## src/shared/cccfg_map.svh

```systemverilog
`ifndef CCCFG_MAP_SVH
`define CCCFG_MAP_SVH

// ==========================================================================
// Register indices on the plain register port.
`define CCCFG_IDX_ANA1 3'h0
`define CCCFG_IDX_ANA2 3'h1
`define CCCFG_IDX_RCLK1 3'h2
`define CCCFG_IDX_RCLK2 3'h3
`define CCCFG_IDX_PCLK 3'h4
`define CCCFG_IDX_STAT 3'h5

// ==========================================================================
// Reset values and writable-bit masks.
`define CCCFG_ANA_RST 16'h0000
`define CCCFG_RCLK_RST 16'h0000
`define CCCFG_PCLK_RST 16'h0000
`define CCCFG_ANA_MASK 16'h784f
`define CCCFG_RCLK_MASK 16'h0fff
`define CCCFG_PCLK_MASK 16'h3fff

// ==========================================================================
// Field positions.
`define CCCFG_GAIN_LSB 0
`define CCCFG_MODE_BIT 6
`define CCCFG_MIC_SOURCE_SEL_BIT 11
`define CCCFG_MUTE_BIT 12
`define CCCFG_HPF_LSB 13
`define CCCFG_DIV_LSB 0
`define CCCFG_SRC_LSB 8
`define CCCFG_TIE_BIT 11
`define CCCFG_RNG_LSB 11
`define CCCFG_FSEL_BIT 13

`endif

```

## src/shared/cccfg_pkg.sv

```systemverilog
`default_nettype none

package cccfg_pkg;

  typedef enum logic [2:0] {
    SRC_PERIPH = 3'h0,
    SRC_IO_PIN = 3'h1,
    SRC_PLL2 = 3'h2,
    SRC_I2S = 3'h3,
    SRC_AUX_SCK = 3'h4,
    SRC_AUX4 = 3'h5,
    SRC_PLL1 = 3'h6,
    SRC_NONE = 3'h7
  } cccfg_src_t;

  typedef enum logic [1:0] {
    HPF_BYPASS = 2'h0,
    HPF_HIGH_CUT = 2'h1,
    HPF_LOW_CUT = 2'h2
  } cccfg_hpf_t;

  typedef struct packed {
    logic [3:0] gain;
    logic single_ended;
    logic digital;
    logic mute_analog;
    logic mute_digital;
    cccfg_hpf_t highpass_sel;
  } cccfg_mic_t;

  typedef struct packed {
    logic [1:0] range;
    logic filter_half;
  } cccfg_play_t;

  typedef struct packed {
    logic [1:0][15:0] ana;
    logic [1:0][15:0] rclk;
    logic [15:0] pclk;
    logic [2:0][5:0] sync;
    logic [2:0][7:0] cnt;
    logic [2:0] div_tick;
    logic [2:0] div_lvl;
    logic [1:0] rec_tick;
    logic [1:0] rec_clk;
    logic pin_out;
    logic pin_oe;
    cccfg_mic_t [1:0] mic;
    cccfg_play_t play;
    logic [15:0] rdata;
  } cccfg_state_t;

endpackage : cccfg_pkg

`default_nettype wire

```

## src/hdl/cccfg_core.sv

```systemverilog
`timescale 1ns/10ps
`default_nettype none
`include "cccfg_map.svh"

module cccfg_core import cccfg_pkg::*; (
  // Clock and reset.
  input wire logic clk,
  input wire logic reset_n,
  // Register port.
  input wire logic [2:0] addr,
  input wire logic [15:0] wdata,
  input wire logic wr,
  input wire logic rd,
  output logic [15:0] rdata,
  // Candidate source clocks from pins and other domains.
  input wire logic codec_io_pin_in,
  input wire logic pll2_clk_in,
  input wire logic i2s_bit_clock_in,
  input wire logic aux_audio_serial_clk_in,
  input wire logic aux_clk4_in,
  input wire logic pll1_clk_in,
  // Codec pin drive for a digital microphone.
  output logic codec_io_pin_out,
  output logic codec_io_pin_oe,
  // Converter clocks as level and one-cycle period tick.
  output logic [1:0] rec_clk,
  output logic [1:0] rec_clk_tick,
  output logic play_clk,
  output logic play_clk_tick,
  // Analog front end and playback settings.
  output cccfg_mic_t [1:0] mic_cfg,
  output cccfg_play_t play_cfg
);

  // ========================================================================
  // State.
  cccfg_state_t st;
  cccfg_state_t nx;
  logic [5:0] src_pins;
  logic [5:0] edges;
  logic [2:0][15:0] cfg_w;
  logic [2:0] tied;
  logic [2:0] run;
  logic [2:0] ev;
  logic [2:0][7:0] half;
  logic [2:0] active;

  assign src_pins = {pll1_clk_in, aux_clk4_in, aux_audio_serial_clk_in,
                     i2s_bit_clock_in, pll2_clk_in, codec_io_pin_in};
  assign cfg_w = {st.pclk, st.rclk};
  assign tied = {1'b0, st.rclk[1][`CCCFG_TIE_BIT],
                 st.rclk[0][`CCCFG_TIE_BIT]};

  // The peripheral clock is this clock, so each cycle counts as one
  // half-cycle. Other sources count both edges of the synchronised
  // level; they must stay well below half the rate of clk.
  function automatic logic src_event(input logic [2:0] code,
                                     input logic [5:0] e);
    logic r;
    r = 1'b0;
    unique case (cccfg_src_t'(code))
      SRC_PERIPH: r = 1'b1;
      SRC_IO_PIN: r = e[0];
      SRC_PLL2: r = e[1];
      SRC_I2S: r = e[2];
      SRC_AUX_SCK: r = e[3];
      SRC_AUX4: r = e[4];
      SRC_PLL1: r = e[5];
      SRC_NONE: r = 1'b0;
    endcase
    return r;
  endfunction : src_event

  // ========================================================================
  // Next-state logic.
  always_comb begin
    nx = st;
    nx.sync[0] = src_pins;
    nx.sync[1] = st.sync[0];
    nx.sync[2] = st.sync[1];
    // A source edge counts once the second and third stages disagree.
    edges = st.sync[1] ^ st.sync[2];

    if (wr) begin
      case (addr)
        `CCCFG_IDX_ANA1: nx.ana[0] = wdata & `CCCFG_ANA_MASK;
        `CCCFG_IDX_ANA2: nx.ana[1] = wdata & `CCCFG_ANA_MASK;
        `CCCFG_IDX_RCLK1: nx.rclk[0] = wdata & `CCCFG_RCLK_MASK;
        `CCCFG_IDX_RCLK2: nx.rclk[1] = wdata & `CCCFG_RCLK_MASK;
        `CCCFG_IDX_PCLK: nx.pclk = wdata & `CCCFG_PCLK_MASK;
        default: begin
        end
      endcase
    end

    // Dividers: 0 and 1 record, 2 playback. A setup change takes effect
    // on the next source edge without restarting the period, which is
    // only safe while the running count does not exceed the new divisor.
    for (int k = 0; k < 3; k++) begin
      run[k] = (cfg_w[k][`CCCFG_DIV_LSB +: 8] != 8'h00) &&
               (cfg_w[k][`CCCFG_SRC_LSB +: 3] != SRC_NONE) &&
               !tied[k];
      ev[k] = src_event(cfg_w[k][`CCCFG_SRC_LSB +: 3], edges);
      half[k] = 8'((9'(cfg_w[k][`CCCFG_DIV_LSB +: 8]) + 9'h001) >> 1);
      nx.div_tick[k] = 1'b0;
      if (!run[k]) begin
        nx.cnt[k] = 8'h00;
        nx.div_lvl[k] = 1'b0;
      end else if (ev[k]) begin
        if (st.cnt[k] == cfg_w[k][`CCCFG_DIV_LSB +: 8]) begin
          nx.cnt[k] = 8'h00;
          nx.div_lvl[k] = 1'b1;
          nx.div_tick[k] = 1'b1;
        end else begin
          nx.cnt[k] = st.cnt[k] + 8'h01;
          if (st.cnt[k] + 8'h01 == half[k]) begin
            nx.div_lvl[k] = 1'b0;
          end
        end
      end
    end

    for (int k = 0; k < 2; k++) begin
      nx.rec_tick[k] = tied[k] ? nx.div_tick[2] : nx.div_tick[k];
      nx.rec_clk[k] = tied[k] ? nx.div_lvl[2] : nx.div_lvl[k];
      nx.mic[k].gain = nx.ana[k][`CCCFG_GAIN_LSB +: 4];
      nx.mic[k].single_ended = nx.ana[k][`CCCFG_MODE_BIT];
      nx.mic[k].digital = nx.ana[k][`CCCFG_MIC_SOURCE_SEL_BIT];
      nx.mic[k].mute_analog = nx.ana[k][`CCCFG_MUTE_BIT];
      // Only channel 1 can silence its digital microphone path.
      nx.mic[k].mute_digital = (k == 0) &&
                               nx.ana[k][`CCCFG_MUTE_BIT];
      // The reserved code falls back to bypass rather than an odd filter.
      nx.mic[k].highpass_sel = (nx.ana[k][`CCCFG_HPF_LSB +: 2] == 2'h3) ?
                      HPF_BYPASS :
                      cccfg_hpf_t'(nx.ana[k][`CCCFG_HPF_LSB +: 2]);
      active[k] = tied[k] ? run[2] : run[k];
    end
    active[2] = run[2];

    // A digital microphone takes the pin regardless of GPIO setup;
    // channel 1 wins when both ask for it.
    nx.pin_oe = nx.mic[0].digital | nx.mic[1].digital;
    nx.pin_out = nx.mic[0].digital ? nx.rec_clk[0] :
                 (nx.mic[1].digital & nx.rec_clk[1]);

    nx.play.range = nx.pclk[`CCCFG_RNG_LSB +: 2];
    nx.play.filter_half = nx.pclk[`CCCFG_FSEL_BIT];

    nx.rdata = 16'h0000;
    if (rd) begin
      case (addr)
        `CCCFG_IDX_ANA1: nx.rdata = st.ana[0];
        `CCCFG_IDX_ANA2: nx.rdata = st.ana[1];
        `CCCFG_IDX_RCLK1: nx.rdata = st.rclk[0];
        `CCCFG_IDX_RCLK2: nx.rdata = st.rclk[1];
        `CCCFG_IDX_PCLK: nx.rdata = st.pclk;
        `CCCFG_IDX_STAT: nx.rdata = {13'h0000, active};
        default: nx.rdata = 16'h0000;
      endcase
    end
  end

  // ========================================================================
  // State register.
  always_ff @(posedge clk or negedge reset_n) begin
    if (!reset_n) begin
      st <= '0;
      st.ana <= {`CCCFG_ANA_RST, `CCCFG_ANA_RST};
      st.rclk <= {`CCCFG_RCLK_RST, `CCCFG_RCLK_RST};
      st.pclk <= `CCCFG_PCLK_RST;
    end else begin
      st <= nx;
    end
  end

  // ========================================================================
  // Outputs, all straight from the state register.
  assign rdata = st.rdata;
  assign codec_io_pin_out = st.pin_out;
  assign codec_io_pin_oe = st.pin_oe;
  assign rec_clk = st.rec_clk;
  assign rec_clk_tick = st.rec_tick;
  assign play_clk = st.div_lvl[2];
  assign play_clk_tick = st.div_tick[2];
  assign mic_cfg = st.mic;
  assign play_cfg = st.play;
endmodule : cccfg_core
`default_nettype wire

```

## config.mk

```make
export PLATFORM = sky130hd
export DESIGN_NAME = cccfg_core
export DESIGN_NICKNAME = d
export VERILOG_FILES = /design/src/shared/cccfg_pkg.sv /design/src/hdl/cccfg_core.sv
export VERILOG_INCLUDE_DIRS = /design/src /design/src/shared
export SDC_FILE = /design/constraint.sdc
export NUM_CORES = 1
export LEC_CHECK = 0
export ABC_CLOCK_PERIOD_IN_PS = 2500
export BUFFER_PORTS_ARGS = -buffer_cell sky130_fd_sc_hd__buf_2
export CORE_ASPECT_RATIO = 0.7
export CORE_MARGIN = 2
export CORE_UTILIZATION = 35
export CTS_CLUSTER_SIZE = 16
export DETAILED_ROUTE_END_ITERATION = 7
export SYNTH_ARGS = -nofsm -noshare
export SYNTH_HDL_FRONTEND = slang
export SYNTH_SLANG_ARGS = --single-unit
export TNS_END_PERCENT = 10
```

## constraint.sdc

```tcl
create_clock -name clk -period 2.5 [get_ports clk]
set_clock_uncertainty 0.2 [all_clocks]
set_input_delay 0.125 -clock clk [delete_from_list [all_inputs] [get_ports clk]]
set_output_delay 0.125 -clock clk [all_outputs]
set_load 0.01 [all_outputs]
```

; After elaboration in Yosys (flattened, before gate mapping)
; Cells that the tools add are included.
[word_totals]
ff_bits = 147
in_bits = 29
out_inout_bits = 47
wordCells = 147
[op_classes]
addsub = 6
n_eq_ne = 40
mux = 50
n_bitwise = 3
reduce_logical = 17
[ops]
columns = op, n
row1 = $pmux W15 S6, 1
row2 = $mux W79, 1
row3 = $mux W8, 9
row4 = $eq A8 B8 Y1, 6
row5 = $mux W15, 3
row6 = $eq A3 B3 Y1 const B, 14
row7 = $mux W1, 28
row8 = $add A8 B1 Y9 const B, 3
row9 = $add A8 B1 Y8 const B, 3
row10 = $eq A3 B2 Y1 const B, 8
row11 = $mux W12, 2
row12 = $pmux W1 S8, 3
row13 = $reduce_bool A8 Y1, 3
row14 = $mux W14, 1
row15 = $eq A3 B1 Y1 const B, 4
row16 = $logic_not A3 Y1, 4
row17 = $ne A3 B3 Y1 const B, 3
row18 = $reduce_and A2 Y1, 3
row19 = $xor A6 B6 Y6, 1
row20 = $logic_and A1 B1 Y1, 5
row21 = $eq A2 B2 Y1 const B, 2
row22 = $mux W2, 2
row23 = $ne A2 B1 Y1 const B, 2
row24 = $logic_not A1 Y1, 2
row25 = 3 further kinds, 3

; Depth between registers and ports, before layout
[depth]
word_depth = 9
mapped_depth = 10
depth_no_buf = 10

; Worst setup path before layout
; No wires, ideal clock.
[synth_path]
path_kind = register -> register
from = register st[51] (netlist name)
to = register st, in the netlist codec_io_pin_out
setup_time_ns = 0.133
arrival_ns = 2.165
required_time_ns = 2.167
setup_slack_ns = 0.002
stages_incl_launch_ff = 10
path_buffers = 0
synth_period_minus_slack_ns = 2.498
cell_sequence = dfrtp_1 ha_1 nand3_2 or3_1 a21o_1 a221oi_2 nand3_1 a31oi_1 a21boi_2 o22ai_1
[synth_rtl]
columns = element, line
row1 = from (decl), cccfg_core.sv:37  ; cccfg_state_t st;
row2 = from (signal assigned), cccfg_core.sv:173  ; st <= nx;

==> metrics <==
GP Congestion=0.8566; nets=approximately 860; run status=finished, violations left; worst reg2reg endpoint=codec_io_pin_out$_DFF_PN0_; total power draw=0.008100 W; Filler cells=1878; Tcrit/Tclk final=101.8%; max incr delay on CP=0.42 ns; Compound-Gate Fraction of Synth Area=9.148%; sequential cell area fraction in the yosys report=44.51%; Worst-Margin Slew=0.6832 ns; kind of critical path=reg2reg; fin crit period=2.546 ns; die area=0.02158 mm^2; critical-path cell list=ha_4, and3_1, xnor2_2, a211o_1, a2111oi_4, nand3_2, a31oi_4, a21boi_4, o22ai_1; vias in the first global route=5274; Vias/cell=4.960; gr ovfl total=0; total track usage=18.15%; Worst EP arrival=about 2.6 ns; Pre-Repair DR Iteration Count=4; post-route design area=0.009145 mm^2; ys async rst share=100.0%; CP top delay family=compound AO/OA/AOI/OAI gates; type of origin of the critical path=flop; initial cell density of the core=35.86%; clock root buffer=clkbuf_16; Adder-Cell Fraction of Synth Area=1.577%; number of synthesized register bits=~130; H-tree depth=4; DRC Markers=0; dpl cell area=0.008061 mm^2; routed via count=roughly 5500; Critical Path Stages=9; Core Area=0.01991 mm^2; CP Max Fanout=4; ys flop type=dfrtp_1; worst-case vdd ir drop=between 0.5 and 0.6 mV; largest family of logic cells by synthesized area=simple AND/OR/NAND/NOR gates; R2R Path Start=st[52]$_DFFE_PN0P_; P&R area growth vs syn=28.09%; CP max-delay cell=dfrtp_1; Leak=approximately 4.2 nW; TritonCTS Sinks=roughly 130; Slew HR=54.46%; drt initial violations=384; antenna fix cells=0; reg2reg path depth=9; Final WS setup=-0.04599 ns; mux contribution to synthesized area=11.92%; Layout Utilization=45.94%; worst hold path stage count=4; Worst setup endpoint=codec_io_pin_out$_DFF_PN0_; Port Buffers=72; DP HPWL=13.55 mm; io pins=76; failing checks=setup timing; die width=174.7 um; CTS tree=built; Avg Cell Area, Syn=approximately 10 um^2; first-pass GRT wire length=29.93 mm; clk_lat worst skew=roughly 0.42 ns; FMAX=between 300 and 400 MHz; post-synthesis xor/xnor area fraction=9.902%; post-synth cell types=67; RSZ-0062 raised after global routing=true; largest net degree at the start of global routing=128; Synth Area in Simple Gates=14.77%; # setup viols final=1; Mapped Area=0.007139 mm^2; flop2flop setup slack=-0.05 ns; Hold Vio Cnt, Final=0; WP data required=2.59 ns; number of flops mapped to enable cells by yosys=0; most frequent cells in the layout=125 x dfrtp_1, 97 x buf_4, 71 x buf_2; Antenna Nets Post-Route=0; drt wl/cell=roughly 17 um; Site Rows=43; Worst Setup SP=st[52]$_DFFE_PN0P_; CTS max path bufs=2; clock-pin slew of the registers on the worst-case setup and hold paths=0.06 ns; DIE HEIGHT=123.5 um; Num CTS Buffers=17; initial antenna violation count=0; Max Cap Viol=0; setup_tns=-0.04599 ns; Slew Viols, Final=0; power density cells=885.7 mW/mm^2; final WL=18.71 mm; worst min path class=in2reg; Synth Instances=687; layout cells sized above 1=35.89%; warnings from Yosys=0; commonest non-fill, non-tap cell in the layout=dfrtp_1; crit path buf inv count=0; Setup crit end kind=flop
==> sequential cells by signal, summed over array words and instances (netlist names), 2 cells and up <==
name	cells
st	44
rec_clk	2
mic_cfg	10
rec_clk_tick	2
nx	12
rdata	15
cfg_w	37
==> worst reg2reg max path: cells and delay by family, from the launching register on <==
kind | cells | cell delay [ns]
AO/OA/AOI/OAI | 5 | 1.10
XOR/XNOR | 1 | 0.14
adder cells (fa/ha/maj) | 1 | 0.20
flip-flops | 1 | 0.42
AND/OR/NAND/NOR | 2 | 0.34
==> cells by family (layout without fill, tap and decap cells) <==
family | after synthesis | count (layout)
and+or+nand+nor | 201 | 201
DFF | 127 | 127
buffers and inverters | 100 | 248
AOI/OAI and AO/OA | 97 | 97
xor gates and xnor gates | 76 | 76
muxes | 76 | 76
adders and majority gates | 9 | 9
other | 1 | 2
==> how the worst min path moves through the flow <==
stage | from | endpoint
after floorplan | reset_n | cfg_w[0]$_DFFE_PN0P_
after global placement | codec_io_pin_in | nx[81]$_DFF_PN0_
after detailed placement | codec_io_pin_in | nx[81]$_DFF_PN0_
after CTS | wr | cfg_w[34]$_DFFE_PN0P_
after global routing | wr | cfg_w[34]$_DFFE_PN0P_
final | wr | cfg_w[34]$_DFFE_PN0P_
==> final cells by class <==
| class | instances | area, um^2 | area share (%) |
|---|---|---|---|
| flip-flops and latches | 127 | 3181 | 34.78 |
| multi-input cells | 461 | 3550 | 38.82 |
| clock buffers | 20 | 456.7 | 4.994 |
| well taps | 270 | 337.8 | 3.694 |
| inverters | 20 | 75.07 | 0.8209 |
| clock inverters | 11 | 156.4 | 1.710 |
| repair buffers | 197 | 1389 | 15.19 |
==> where the power goes <==
part	total, W	switching, W	internal [W]
combinational	0.00273	0.00136	0.00137
clock	0.00259	0.000963	0.00163
sequential	0.00278	0.000380	0.00240
total	0.00810	0.00271	0.00539
==> Yosys cell counts, drive strengths merged, types with 15 or more instances <==
| library cell | instances | share of area (%) |
|---|---|---|
| nor2 | 45 | 2.4 |
| nand2b | 15 | 1.3 |
| nand3 | 26 | 2.1 |
| nand2 | 50 | 2.6 |
| mux2i | 22 | 3.1 |
| inv | 20 | 1.1 |
| buf | 66 | 6.3 |
| a21oi | 17 | 1.2 |
| dfrtp | 127 | 45 |
| o21ai | 32 | 2.2 |
| xnor2 | 36 | 4.4 |
| xor2 | 37 | 4.5 |
| mux2 | 52 | 8.2 |
==> routing by layer <==
| metal | part of all wire, % | wire length, um | global-route usage [%] | up-vias |
|---|---|---|---|---|
| li1 | - | - | - | 2634 |
| met1 | 54 | 10140 | 28.94 | 2671 |
| met2 | 38 | 7188 | 23.86 | 165 |
| met3 | 6.5 | 1212 | 4.336 | 16 |
| met4 | 0.89 | 167 | 4.688 | 0 |
| met5 | 0 | 0 | 0 | - |
==> per-stage QoR <==
| stage | worst slack [ns] | instances | hold slack [ns] |
|---|---|---|---|
| detailed placement | -0.1782 | 1044 | 0.03432 |
| global placement | -0.1636 | 1044 | 0.03338 |
| CTS | -0.08701 | 1105 | 0.04897 |
| floorplan | 0.002281 | 688 | -0.3706 |
| finish | -0.04599 | 1106 | 0.06750 |
| global route | -0.1440 | 1106 | 0.1104 |
==> what timing repair did <==
| action | CTS | global route |
|---|---|---|
| setup buffers | 6 | 1 |
| hold buffers | 24 | 0 |
| setup endpoints to repair | 3 | 13 |
| hold endpoints to repair | 200 | 0 |
| gates resized for setup | 14 | 25 |
| pin swaps | 8 | 11 |
Power figures use the tool's default switching activity.
